[config.mk]
export PLATFORM = sky130hd
export DESIGN_NAME = synth_cfg_device_flat
export DESIGN_NICKNAME = d
export VERILOG_FILES = /design/src/verilog/synth_cfg_pkg.sv /design/src/verilog/synth_cfg_if.sv /design/src/verilog/synth_cfg_device.sv /design/src/flat_wrapper.sv
export VERILOG_INCLUDE_DIRS = /design/src /design/src/verilog
export SDC_FILE = /design/constraint.sdc
export NUM_CORES = 1
export LEC_CHECK = 0
export ABC_CLOCK_PERIOD_IN_PS = 4570
export BUFFER_PORTS_ARGS = -buffer_cell sky130_fd_sc_hd__buf_2
export CAP_MARGIN = 30
export CORE_ASPECT_RATIO = 0.9
export CORE_MARGIN = 1.5
export CORE_UTILIZATION = 39
export CTS_CLUSTER_SIZE = 10
export DETAILED_ROUTE_END_ITERATION = 7
export GPL_ROUTABILITY_DRIVEN = 1
export PLACE_DENSITY = 0.56
export SYNTH_ARGS = -nofsm -noshare
export SYNTH_HDL_FRONTEND = slang
export SYNTH_SLANG_ARGS = --single-unit
export TNS_END_PERCENT = 100
[constraint.sdc]
create_clock -name clk_sys_in -period 4.57 [get_ports clk_sys_in]
set_input_delay 0.6855 -clock clk_sys_in [delete_from_list [all_inputs] [get_ports clk_sys_in]]
set_output_delay 0.6855 -clock clk_sys_in [all_outputs]
set_load 0.1 [all_outputs]
[src/verilog/synth_cfg_map.svh]
// offsets, field positions, reset values and fixed words of the synthesizer config block
`ifndef SYNTH_CFG_MAP_SVH
`define SYNTH_CFG_MAP_SVH

// device word offsets on the configuration link
`define OFS_RSV_A        7'h42
`define OFS_RSV_B        7'h43
`define OFS_RSV_C        7'h44
`define OFS_CNT_HIGH     7'h45
`define OFS_CNT_LOW      7'h46
`define OFS_FS_CTRL      7'h47
`define OFS_FS_DIV       7'h48
`define OFS_FS_DLY_A     7'h49
`define OFS_FS_DLY_B     7'h4A
`define OFS_OUT_DIV      7'h4B
`define NUM_WORDS        4'hA

// device reset values
`define RST_RSV_A        16'h0140
`define RST_RSV_B        16'h0000
`define RST_RSV_C        16'h03E8
`define RST_CNT_HIGH     16'h0000
`define RST_CNT_LOW      16'hC350
`define RST_FS_CTRL      16'h0080
`define RST_FS_DIV       16'h0001
`define RST_FS_DLY_A     16'h003F
`define RST_FS_DLY_B     16'h0000
`define RST_OUT_DIV      16'h0800

// field positions
`define PRE_HI           7
`define PRE_LO           5
`define BURST_BIT        4
`define GEN_ON_BIT       3
`define MODE_BIT         2
`define MAIN_DIV_HI      10
`define DLY_HI_HI        11
`define DLY_HI_LO        6
`define DLY_LO_HI        5
`define BURST_LEN_HI     15
`define BURST_LEN_LO     12
`define RATIO_HI         10
`define RATIO_LO         6
`define RATIO_CODE_MAX   5'h0C
`define PRE_CODE_DIV2    3'h2
`define PRE_CODE_DIV4    3'h4

// values the host must place in reserved words and fields
`define REQ_RSV_A        16'h01F4
`define REQ_RSV_B        16'h0000
`define REQ_RSV_C        16'h03E8
`define REQ_OUT_DIV_HI   5'h01
`define RSV_MASK_CTRL    16'hFF03
`define RSV_MASK_DIV     16'hF800
`define RSV_MASK_DLY_A   16'hF000
`define RSV_MASK_OUT_DIV 16'hF83F
`define INIT_STEPS       3'h4

// host register map on APB (byte addresses)
`define APB_CMD          8'h00
`define APB_STATUS       8'h04
`define APB_CTRL         8'h08
`define CMD_READ_BIT     31
`define ST_BUSY_BIT      0
`define ST_RATIO_ERR_BIT 1
`define ST_CNT_LOW_BIT   2
`define CTRL_REQ_PIN_BIT 0
`define CTRL_INIT_BIT    1
`define MIN_SYNC_COUNT   32'h0000_0100

`endif

[src/verilog/synth_cfg_pkg.sv]
// types shared by both ends of the synthesizer configuration link
`default_nettype none
`include "synth_cfg_map.svh"
package synth_cfg_pkg;
   typedef logic [6:0]  link_addr_t;
   typedef logic [15:0] word_t;

   typedef enum logic [0:0] {
      SYNC_IDLE = 1'b0,
      SYNC_WAIT = 1'b1
   } sync_state_t;

   typedef struct packed {
      word_t [9:0] regs;
      logic        ack;
      word_t       rdata;
      logic        req_prev;
      sync_state_t sst;
      logic [31:0] sync_cnt;
      logic [6:0]  sm_div;
      logic        sync_done;
      logic [7:0]  ch_cnt;
      logic        out_clk;
      logic [2:0]  pre_cnt;
      logic [10:0] main_cnt;
      logic [4:0]  burst_left;
      logic        fs_out;
   } dev_state_t;

   typedef struct packed {
      logic        busy;
      logic        req;
      logic        we;
      link_addr_t  addr;
      word_t       wdata;
      word_t       last_rd;
      logic        ratio_err;
      word_t       cnt_high;
      word_t       cnt_low;
      logic        init_run;
      logic [2:0]  init_step;
      logic        req_pin;
   } host_state_t;
endpackage
`default_nettype wire

[src/verilog/synth_cfg_if.sv]
// configuration link between host controller and synthesizer
`timescale 1ns/100ps
`default_nettype none
interface synth_cfg_if;
   logic        req;
   logic        we;
   logic [6:0]  addr;
   logic [15:0] wdata;
   logic        ack;
   logic [15:0] rdata;
   logic        frame_sync_request_pin;

   modport device (
      input  req,
      input  we,
      input  addr,
      input  wdata,
      input  frame_sync_request_pin,
      output ack,
      output rdata
   );

   modport host (
      output req,
      output we,
      output addr,
      output wdata,
      output frame_sync_request_pin,
      input  ack,
      input  rdata
   );
endinterface
`default_nettype wire

[src/verilog/synth_cfg_device.sv]
// synthesizer end: config words, modulator reset delay, frame sync generator, output divider
`timescale 1ns/100ps
`default_nettype none
module synth_cfg_device (
   input  wire logic            clk_sys_in,
   input  wire logic            nrst_in,
   synth_cfg_if.device          link,
   input  wire logic [2:0]      cal_clk_div_in,
   input  wire logic            phase_sync_start_in,
   output logic                 sync_busy_out,
   output logic                 sync_done_out,
   output logic                 output_clk_out,
   output logic [7:0]           output_divide_ratio_out,
   output logic                 frame_sync_out,
   output logic [5:0]           frame_sync_delay_one_out,
   output logic [5:0]           frame_sync_delay_two_out,
   output logic [5:0]           frame_sync_delay_three_out,
   output logic [5:0]           frame_sync_delay_four_out
);
   import synth_cfg_pkg::*;

   dev_state_t  s_r;
   dev_state_t  s_nxt;
   logic [3:0]  idx;
   logic        hit;
   logic        sm_tick;
   logic [6:0]  sm_limit;
   logic [31:0] delay_count;
   logic [7:0]  ratio;
   logic        out_tick;
   logic [2:0]  pre_ratio;
   logic        pre_wrap;
   logic [10:0] main_ratio;
   logic        main_wrap;
   logic        boundary;
   logic        req_rise;
   logic [4:0]  burst_len;
   word_t       w_ctrl;

   // channel divider code to divide ratio; undefined codes fall back to 2
   function automatic logic [7:0] ratio_of(input logic [4:0] code);
      logic [7:0] r;
      r = 8'h02;
      unique case (code)
         5'h00:   r = 8'h02;
         5'h01:   r = 8'h04;
         5'h02:   r = 8'h06;
         5'h03:   r = 8'h08;
         5'h04:   r = 8'h0C;
         5'h05:   r = 8'h10;
         5'h06:   r = 8'h18;
         5'h07:   r = 8'h20;
         5'h08:   r = 8'h30;
         5'h09:   r = 8'h40;
         5'h0A:   r = 8'h60;
         5'h0B:   r = 8'h80;
         5'h0C:   r = 8'hC0;
         default: r = 8'h02;
      endcase
      return r;
   endfunction

   // prescaler code to ratio; other codes act as divide by 4
   function automatic logic [2:0] pre_of(input logic [2:0] code);
      logic [2:0] r;
      r = (code == `PRE_CODE_DIV2) ? 3'h2 : 3'h4;
      return r;
   endfunction

   function automatic word_t reset_word(input logic [3:0] i);
      word_t w;
      w = `RST_RSV_A;
      unique case (i)
         4'h0:    w = `RST_RSV_A;
         4'h1:    w = `RST_RSV_B;
         4'h2:    w = `RST_RSV_C;
         4'h3:    w = `RST_CNT_HIGH;
         4'h4:    w = `RST_CNT_LOW;
         4'h5:    w = `RST_FS_CTRL;
         4'h6:    w = `RST_FS_DIV;
         4'h7:    w = `RST_FS_DLY_A;
         4'h8:    w = `RST_FS_DLY_B;
         4'h9:    w = `RST_OUT_DIV;
         default: w = 16'h0000;
      endcase
      return w;
   endfunction

   always_comb
   begin
      s_nxt = s_r;
      s_nxt.ack = 1'b0;
      s_nxt.sync_done = 1'b0;
      s_nxt.fs_out = 1'b0;
      w_ctrl = s_r.regs[`OFS_FS_CTRL - `OFS_RSV_A];

      // link access: one answer per request, answered the cycle after it is seen
      hit = (link.addr >= `OFS_RSV_A) && (link.addr < (`OFS_RSV_A + 7'(`NUM_WORDS)));
      idx = 4'(link.addr - `OFS_RSV_A);
      if (link.req && !s_r.ack)
      begin
         s_nxt.ack = 1'b1;
         s_nxt.rdata = hit ? s_r.regs[idx] : 16'h0000;
         if (hit && link.we)
         begin
            s_nxt.regs[idx] = link.wdata;
         end
      end

      // state machine clock: one tick per 2^div reference cycles
      sm_limit = 7'((8'h01 << cal_clk_div_in) - 8'h01);
      sm_tick = (s_r.sm_div >= sm_limit);
      s_nxt.sm_div = sm_tick ? 7'h00 : s_r.sm_div + 7'h01;

      delay_count = {s_r.regs[`OFS_CNT_HIGH - `OFS_RSV_A],
                     s_r.regs[`OFS_CNT_LOW - `OFS_RSV_A]};
      unique case (s_r.sst)
         SYNC_IDLE:
         begin
            if (phase_sync_start_in)
            begin
               s_nxt.sync_cnt = delay_count;
               s_nxt.sst = SYNC_WAIT;
            end
         end
         SYNC_WAIT:
         begin
            if (sm_tick)
            begin
               if (s_r.sync_cnt == 32'h0000_0000)
               begin
                  s_nxt.sync_done = 1'b1;
                  s_nxt.sst = SYNC_IDLE;
               end
               else
               begin
                  s_nxt.sync_cnt = s_r.sync_cnt - 32'h0000_0001;
               end
            end
         end
      endcase

      // output divider; ratio taken live, so a code change shortens or stretches one period at most
      ratio = ratio_of(s_r.regs[`OFS_OUT_DIV - `OFS_RSV_A][`RATIO_HI:`RATIO_LO]);
      out_tick = (s_r.ch_cnt >= ratio - 8'h01);
      s_nxt.ch_cnt = out_tick ? 8'h00 : s_r.ch_cnt + 8'h01;
      s_nxt.out_clk = (s_nxt.ch_cnt < (ratio >> 1));

      // frame sync period = output period * prescaler * main divider
      pre_ratio = pre_of(w_ctrl[`PRE_HI:`PRE_LO]);
      main_ratio = s_r.regs[`OFS_FS_DIV - `OFS_RSV_A][`MAIN_DIV_HI:0];
      if (main_ratio == 11'h000)
      begin
         main_ratio = 11'h001;
      end
      pre_wrap = (s_r.pre_cnt >= pre_ratio - 3'h1);
      main_wrap = (s_r.main_cnt >= main_ratio - 11'h001);
      boundary = out_tick && pre_wrap && main_wrap;
      if (out_tick)
      begin
         s_nxt.pre_cnt = pre_wrap ? 3'h0 : s_r.pre_cnt + 3'h1;
         if (pre_wrap)
         begin
            s_nxt.main_cnt = main_wrap ? 11'h000 : s_r.main_cnt + 11'h001;
         end
      end

      // request pin is synchronous, so a single past sample finds the rise
      req_rise = link.frame_sync_request_pin && !s_r.req_prev;
      s_nxt.req_prev = link.frame_sync_request_pin;
      burst_len = {1'b0, s_r.regs[`OFS_FS_DLY_B - `OFS_RSV_A][`BURST_LEN_HI:`BURST_LEN_LO]};
      if (burst_len == 5'h00)
      begin
         burst_len = 5'h10;
      end

      if (boundary && s_r.burst_left != 5'h00)
      begin
         s_nxt.fs_out = 1'b1;
         s_nxt.burst_left = s_r.burst_left - 5'h01;
      end
      if (!w_ctrl[`GEN_ON_BIT])
      begin
         s_nxt.burst_left = 5'h00;
      end
      else if (w_ctrl[`MODE_BIT])
      begin
         if (req_rise)
         begin
            s_nxt.burst_left = 5'h01;
         end
      end
      else if (w_ctrl[`BURST_BIT])
      begin
         if (req_rise)
         begin
            s_nxt.burst_left = burst_len;
         end
      end
      else
      begin
         s_nxt.burst_left = 5'h00;
         s_nxt.fs_out = boundary;
      end
   end

   always_ff @(posedge clk_sys_in or negedge nrst_in)
   begin
      if (!nrst_in)
      begin
         s_r <= '0;
         for (int i = 0; i < 10; i++)
         begin
            s_r.regs[i] <= reset_word(4'(i));
         end
         s_r.sst <= SYNC_IDLE;
         s_r.out_clk <= 1'b1;
      end
      else
      begin
         s_r <= s_nxt;
      end
   end

   assign link.ack = s_r.ack;
   assign link.rdata = s_r.rdata;
   assign sync_busy_out = (s_r.sst == SYNC_WAIT);
   assign sync_done_out = s_r.sync_done;
   assign output_clk_out = s_r.out_clk;
   assign output_divide_ratio_out = ratio;
   assign frame_sync_out = s_r.fs_out;
   assign frame_sync_delay_one_out = s_r.regs[`OFS_FS_DLY_A - `OFS_RSV_A][`DLY_LO_HI:0];
   assign frame_sync_delay_two_out =
      s_r.regs[`OFS_FS_DLY_A - `OFS_RSV_A][`DLY_HI_HI:`DLY_HI_LO];
   assign frame_sync_delay_three_out = s_r.regs[`OFS_FS_DLY_B - `OFS_RSV_A][`DLY_LO_HI:0];
   assign frame_sync_delay_four_out =
      s_r.regs[`OFS_FS_DLY_B - `OFS_RSV_A][`DLY_HI_HI:`DLY_HI_LO];
endmodule
`default_nettype wire

[src/flat_wrapper.sv]
// flat-port wrapper written by rule: the top's interface ports become plain ports
module synth_cfg_device_flat import synth_cfg_pkg::*;
  (clk_sys_in, nrst_in, cal_clk_div_in, phase_sync_start_in, sync_busy_out, sync_done_out, output_clk_out, output_divide_ratio_out, frame_sync_out, frame_sync_delay_one_out, frame_sync_delay_two_out, frame_sync_delay_three_out, frame_sync_delay_four_out, link_req, link_we, link_addr, link_wdata, link_frame_sync_request_pin, link_ack, link_rdata);
  synth_cfg_if link_i ();
  input  wire logic clk_sys_in;
  input  wire logic nrst_in;
  input  wire logic [2:0] cal_clk_div_in;
  input  wire logic phase_sync_start_in;
  output logic sync_busy_out;
  output logic sync_done_out;
  output logic output_clk_out;
  output logic [7:0] output_divide_ratio_out;
  output logic frame_sync_out;
  output logic [5:0] frame_sync_delay_one_out;
  output logic [5:0] frame_sync_delay_two_out;
  output logic [5:0] frame_sync_delay_three_out;
  output logic [5:0] frame_sync_delay_four_out;
  input wire logic [$bits(link_i.req)-1:0] link_req;
  input wire logic [$bits(link_i.we)-1:0] link_we;
  input wire logic [$bits(link_i.addr)-1:0] link_addr;
  input wire logic [$bits(link_i.wdata)-1:0] link_wdata;
  input wire logic [$bits(link_i.frame_sync_request_pin)-1:0] link_frame_sync_request_pin;
  output wire logic [$bits(link_i.ack)-1:0] link_ack;
  output wire logic [$bits(link_i.rdata)-1:0] link_rdata;
  assign link_i.req = link_req;
  assign link_i.we = link_we;
  assign link_i.addr = link_addr;
  assign link_i.wdata = link_wdata;
  assign link_i.frame_sync_request_pin = link_frame_sync_request_pin;
  assign link_ack = link_i.ack;
  assign link_rdata = link_i.rdata;
  synth_cfg_device u_core (.clk_sys_in(clk_sys_in), .nrst_in(nrst_in), .link(link_i), .cal_clk_div_in(cal_clk_div_in), .phase_sync_start_in(phase_sync_start_in), .sync_busy_out(sync_busy_out), .sync_done_out(sync_done_out), .output_clk_out(output_clk_out), .output_divide_ratio_out(output_divide_ratio_out), .frame_sync_out(frame_sync_out), .frame_sync_delay_one_out(frame_sync_delay_one_out), .frame_sync_delay_two_out(frame_sync_delay_two_out), .frame_sync_delay_three_out(frame_sync_delay_three_out), .frame_sync_delay_four_out(frame_sync_delay_four_out));
endmodule
; ---- Word-level counts from Yosys, hierarchy flattened
; Memories as Yosys holds them, arrays and structs flattened.
; Index checks and enable logic that the tools add are counted.
[totals]
mem_count = 1
wordCells = 99
output_inout_bits = 53
ram_bits = 0
mem_bits_ro = 112
latch_bits = 0
register_bits = 248
in_bits = 32
[mem_list]
columns = memory, depth, width, read_ports, rd_ports_with_merged_regs, wr, line
row1 = (no name shown), 16, 7, 1, 0, 0, synth_cfg_device.sv:44  ; unique case (code)
[op_classes]
magnitude_cmp = 9
muxes = 32
add_sub_neg = 11
n_div = 0
bitwise = 1
eq_ne = 4
reduce_logical = 17
n_shift = 1
multipliers = 0
[ops]
columns = cell, count
row1 = $bwmux W160, 1
row2 = $mux W33, 2
row3 = $pmux W33 S2, 1
row4 = $bmux W16 S4, 1
row5 = $demux W16 S4, 1
row6 = $mux W16, 3
row7 = $logic_not A32 Y1, 1
row8 = $mux W32, 1
row9 = $sub A32 B1 Y32 const B, 1
row10 = $mux W5, 6
row11 = $mux W11, 2
row12 = $mux W17, 1
row13 = $mux W8, 2
row14 = $add A11 B1 Y11 const B, 1
row15 = $ge A11 B11 Y1, 1
row16 = $logic_not A11 Y1, 1
row17 = $sub A11 B1 Y11 const B, 1
row18 = $add A8 B1 Y8 const B, 1
row19 = $ge A8 B8 Y1, 1
row20 = $logic_and A1 B1 Y1, 8
row21 = $lt A8 B7 Y1, 1
row22 = $sub A8 B1 Y8 const B, 1
row23 = $add A7 B1 Y7 const B, 1
row24 = $ge A7 B7 Y1, 1
row25 = other kinds (23), 34

; ---- Logic depth before layout (Yosys ltp)
[depth]
depth_word = 12
mapped_depth = 21
ltp_nobuf = 20

; ---- Worst setup path after synthesis
; Ideal clock, no wire load.
[synth_path]
path_kind = flip-flop to flip-flop
from = register u_core.s_r[240] in the netlist's numbering
to = register u_core.s_r, in the netlist u_core.output_clk_out
setup_ns = 0.122
stages_incl_launch_ff = 20
t_required_ns = 4.448
setup_slack_ns = -1.062
arrival_time_ns = 5.510
n_path_buf = 2
synth_period_minus_slack_ns = 5.632
path_cell_list = dfrtp_1 clkbuf_1 nor2b_1 nand2_1 a21oi_1 nor3_1 xnor2_1 ha_1 a21oi_1 nand2_1 a221oi_1 clkbuf_1 and2_1 ha_1 o21ai_0 nand2b_1 a21oi_1 nor2_1 o31a_1 a2111oi_0
[synth_lines]
columns = element, line
row1 = start: declaration, synth_cfg_device.sv:22  ; dev_state_t s_r;
row2 = start signal: assignment, synth_cfg_device.sv:221  ; s_r <= s_nxt;

==> impl_metrics.csv <==
group,metric,value,unit
critical_path,startpoint,"u_core.s_r[238]$_DFFE_PN0P_",
timing,fin_setup_tns,0,ns
synth,synth_cell_type_count,66,
grt,grt_use_total,20.8,%
placement,dpl_cell_area,14100,µm²
final_layout,drive_gt1_share,32.1,%
grt,grt_max_degree,113,
grt,antenna_found_initial,0,
pwr,cellLeakagePower,6.91,nW
critical_path,critPathCaptureType,"flip-flop",
critical_path,arrival,4.73,ns
floorplanning,die_width,198,µm
clock_network,cts-resized-gates,0,
placement,hpwl,25100,µm
critical_path,cp_max_fo,6,
placement,placed_cells,1653,
timing,min_period_over_period,94.3,%
final_layout,areaGrowthSynthToFinish,11.9,%
routing,drt_iter0_markers,614,
synth,synthesis.nets,1266,
critical_path,critical_path.cell_chain,"inv_1, ha_1, mux2i_2, nand2b_2, ha_1, nand2_1, nor4_2, xnor2_1, ha_1, and4_1, a221o_1, nor2_1, ha_1, a211o_1, o31a_1, a2111oi_1",
timing,max_freq,0.232,GHz
floorplanning,ios,85,
critical_path,r2r-start,"u_core.s_r[238]$_DFFE_PN0P_",
floorplanning,start_util,39.4,%
hold_path,min_path_type,"in2async",
final_layout,final_area,14900,µm²
grt,overflow,0,
timing,period_needed,4.31,ns
timing,worst_slew_pin_slew,0.905,ns
synth,synth_flop_cell,"dfrtp_1",
final_layout,antennaDiodeCount,0,
clock_network,htree_levels,1,
synth,netlist.area_leader.share,42.0,%
placement,place_congestion,0.885,
clock_network,cts_buffers,29,
synth,synth-edff-count,0,
synth,yosysTopAreaCell,"dfrtp_1",
grt,grt_pass1_vias,9523,
routing,ant_nets,0,
floorplanning,die_area,35400,µm²
synth,synth.most_common_cell,"dfrtp_1",
critical_path,crit_path_top_delay_cell,"dfrtp_1",
routing,drc,0,
critical_path,path_delay_family,"compound AO/OA/AOI/OAI gates",
placement,io_buffers,83,
timing,setup_viol,0,
final_layout,stdcell_count,1705,
synth,ys.warnings.count,0,
synth,netlist_instances,1190,
timing,worst_slew_margin_rel,39.7,%
timing,drv_slew,0,
critical_path,slowest_delay,0.44,ns
critical_path,path_class,"reg2reg",
clock_network,clockBufferDepth,3,
grt,grt_pass1_wl,56600,µm
timing,skew,0.0132,ns
run_status,status,"completed",
routing,wl,35700,µm
critical_path,critPathBufInv,1,
clock_network,worstSkewPairLatency,0.55,ns
critical_path,start_kind,"flip-flop",
synth,async_flop_share,100,%
synth,avgSynthCellArea,11.2,µm²
routing,vias,9554,
routing,firstDrtPassIters,6,
routing,routed_via_density,5.60,
clock_network,cts-root-buf,"clkbuf_16",
synth,ys_ff_latch,248,
pwr,irDropWorstVdd,0.000284,V
clock_network,cts_tree,"yes",
critical_path,required,4.99,ns
timing,holdWs,0.205,ns
clock_network,holdBufCountCts,0,
clock_network,clk_pin_slew_worst_paths,0.06,ns
synth,ys_top_cells_by_count,"224 x dfrtp_1, 172 x mux2_2, 86 x nand2_1",
final_layout,fin_util,44.1,%
floorplanning,core-area,33900,µm²
floorplanning,rows,64,
floorplanning,fp.dieH,179,µm
synth,synth.top_cells.by_area,"dfrtp_1 42%, mux2_2 15%, mux4_2 4.9%",
synth,ys_seq_area_share,46.7,%
synth,netlist_area,13400,µm²
clock_network,cts_setup_buffers,0,
routing,wl_per_cell,21.0,µm
final_layout,final_nets,1299,
timing,hold_viol,0,
critical_path,ff2ff_setup_slack,0.26,ns
pwr,power-per-cell-area,443,nW/µm²
clock_network,numClockSinks,248,
run,cap_violations,0,
critical_path,worst_path_most_repeated_cell,"ha_1",
## registers in the layout, summed over array words and instances, names as in the netlist
register                           flops
u_core.s_r                           155
u_core.delay_count                    32
u_core.link.rdata                     16
u_core.w_ctrl                         16
u_core.frame_sync_delay_four_out       6
u_core.frame_sync_delay_one_out        6
u_core.frame_sync_delay_three_out      6
u_core.frame_sync_delay_two_out        6
u_core.frame_sync_out                  1
u_core.link.ack                        1
u_core.output_clk_out                  1
u_core.sync_busy_out                   1
u_core.sync_done_out                   1
## cells in the final DEF, fill, tap and decap left out, types with 4 or more instances in the layout
master / netlist / layout
a21o_1: 8 / 8
a21oi_1: 54 / 53
a221o_1: 20 / 20
a22oi_1: 6 / 6
a31oi_1: 4 / 4
a32o_1: 5 / 5
a32oi_1: 4 / 4
a41o_1: 5 / 5
and2_1: 4 / 4
and3_1: 6 / 6
buf_2: 8 / 81
buf_4: 43 / 30
buf_8: 1 / 4
clkbuf_1: 39 / 20
clkbuf_16: 0 / 29
dfrtp_1: 224 / 224
dfstp_2: 24 / 24
ha_1: 44 / 44
inv_1: 29 / 29
mux2_2: 172 / 172
mux2i_1: 5 / 4
mux4_2: 29 / 29
nand2_1: 86 / 86
nand2b_1: 14 / 13
nand3_1: 37 / 37
nand4_1: 12 / 12
nor2_1: 71 / 68
nor2b_1: 6 / 5
nor3_1: 32 / 30
nor4_1: 17 / 15
o211ai_1: 5 / 5
o21ai_0: 46 / 46
o21bai_1: 5 / 5
o22ai_1: 7 / 7
o2bb2ai_1: 4 / 4
or2_2: 5 / 5
or3_1: 11 / 11
or4_1: 5 / 5
xnor2_1: 23 / 22
xor2_1: 10 / 9
## metrics by stage
stage	setup slack, ns	total power [mW]
after floorplan	0.0523	4.05
after CTS	0.139	6.66
final	0.262	6.62
after detailed placement	0.155	4.55
after global routing	-0.00425	7.04
after global placement	0.353	4.52
## power by group
part / switching (mW) / internal [mW]
combinational: 1.20 / 0.709
sequential: 0.215 / 2.41
clock: 0.887 / 1.19
## path summary, 6_finish.rpt
| check | endpoint | cells after the start |
|---|---|---|
| min in group clk_sys_in | u_core.s_r[70]$_DFF_PN0_ | 1 |
| min reg2reg | u_core.link.rdata[14]$_DFFE_PN0P_ | 2 |
| max reg2reg | u_core.output_clk_out$_DFF_PN1_ | 16 |
| max in group asynchronous | u_core.frame_sync_delay_one_out[2]$_DFFE_PN1P_ | 2 |
| min | u_core.link.rdata[12]$_DFFE_PN0P_ | 1 |
| max | u_core.output_clk_out$_DFF_PN1_ | 16 |
## cell families after synthesis
| kind of cell | after synthesis | share of synthesized area [%] |
|---|---|---|
| DFF | 248 | 46.7 |
| and+or+nand+nor | 320 | 11.8 |
| adders and majority gates | 44 | 4.12 |
| xor gates and xnor gates | 33 | 2.16 |
| muxes | 206 | 19.8 |
| other | 1 | 0.0281 |
| AOI/OAI and AO/OA | 195 | 9.88 |
| buffers and inverters | 143 | 5.52 |
## cell type report
| cell class | count | area [µm²] |
|---|---|---|
| Inverter | 29 | 109 |
| Timing Repair Buffer | 116 | 711 |
| Fill cell | 3227 | 18900 |
| Multi-Input combinational cell | 799 | 6490 |
| Sequential cell | 248 | 6240 |
| Tap cell | 462 | 578 |
| Clock buffer | 50 | 815 |
| Clock inverter | 1 | 8.76 |
## per-layer routing
metal | GRT usage, % | part of all wire (%) | vias up
met5 | 0 | 0 | -
met4 | 4.93 | 2.1 | 0
met3 | 3.40 | 5.0 | 43
met2 | 32.8 | 45 | 243
met1 | 29.9 | 47 | 4886
li1 | - | - | 4382
Power figures use the tool's default switching activity.
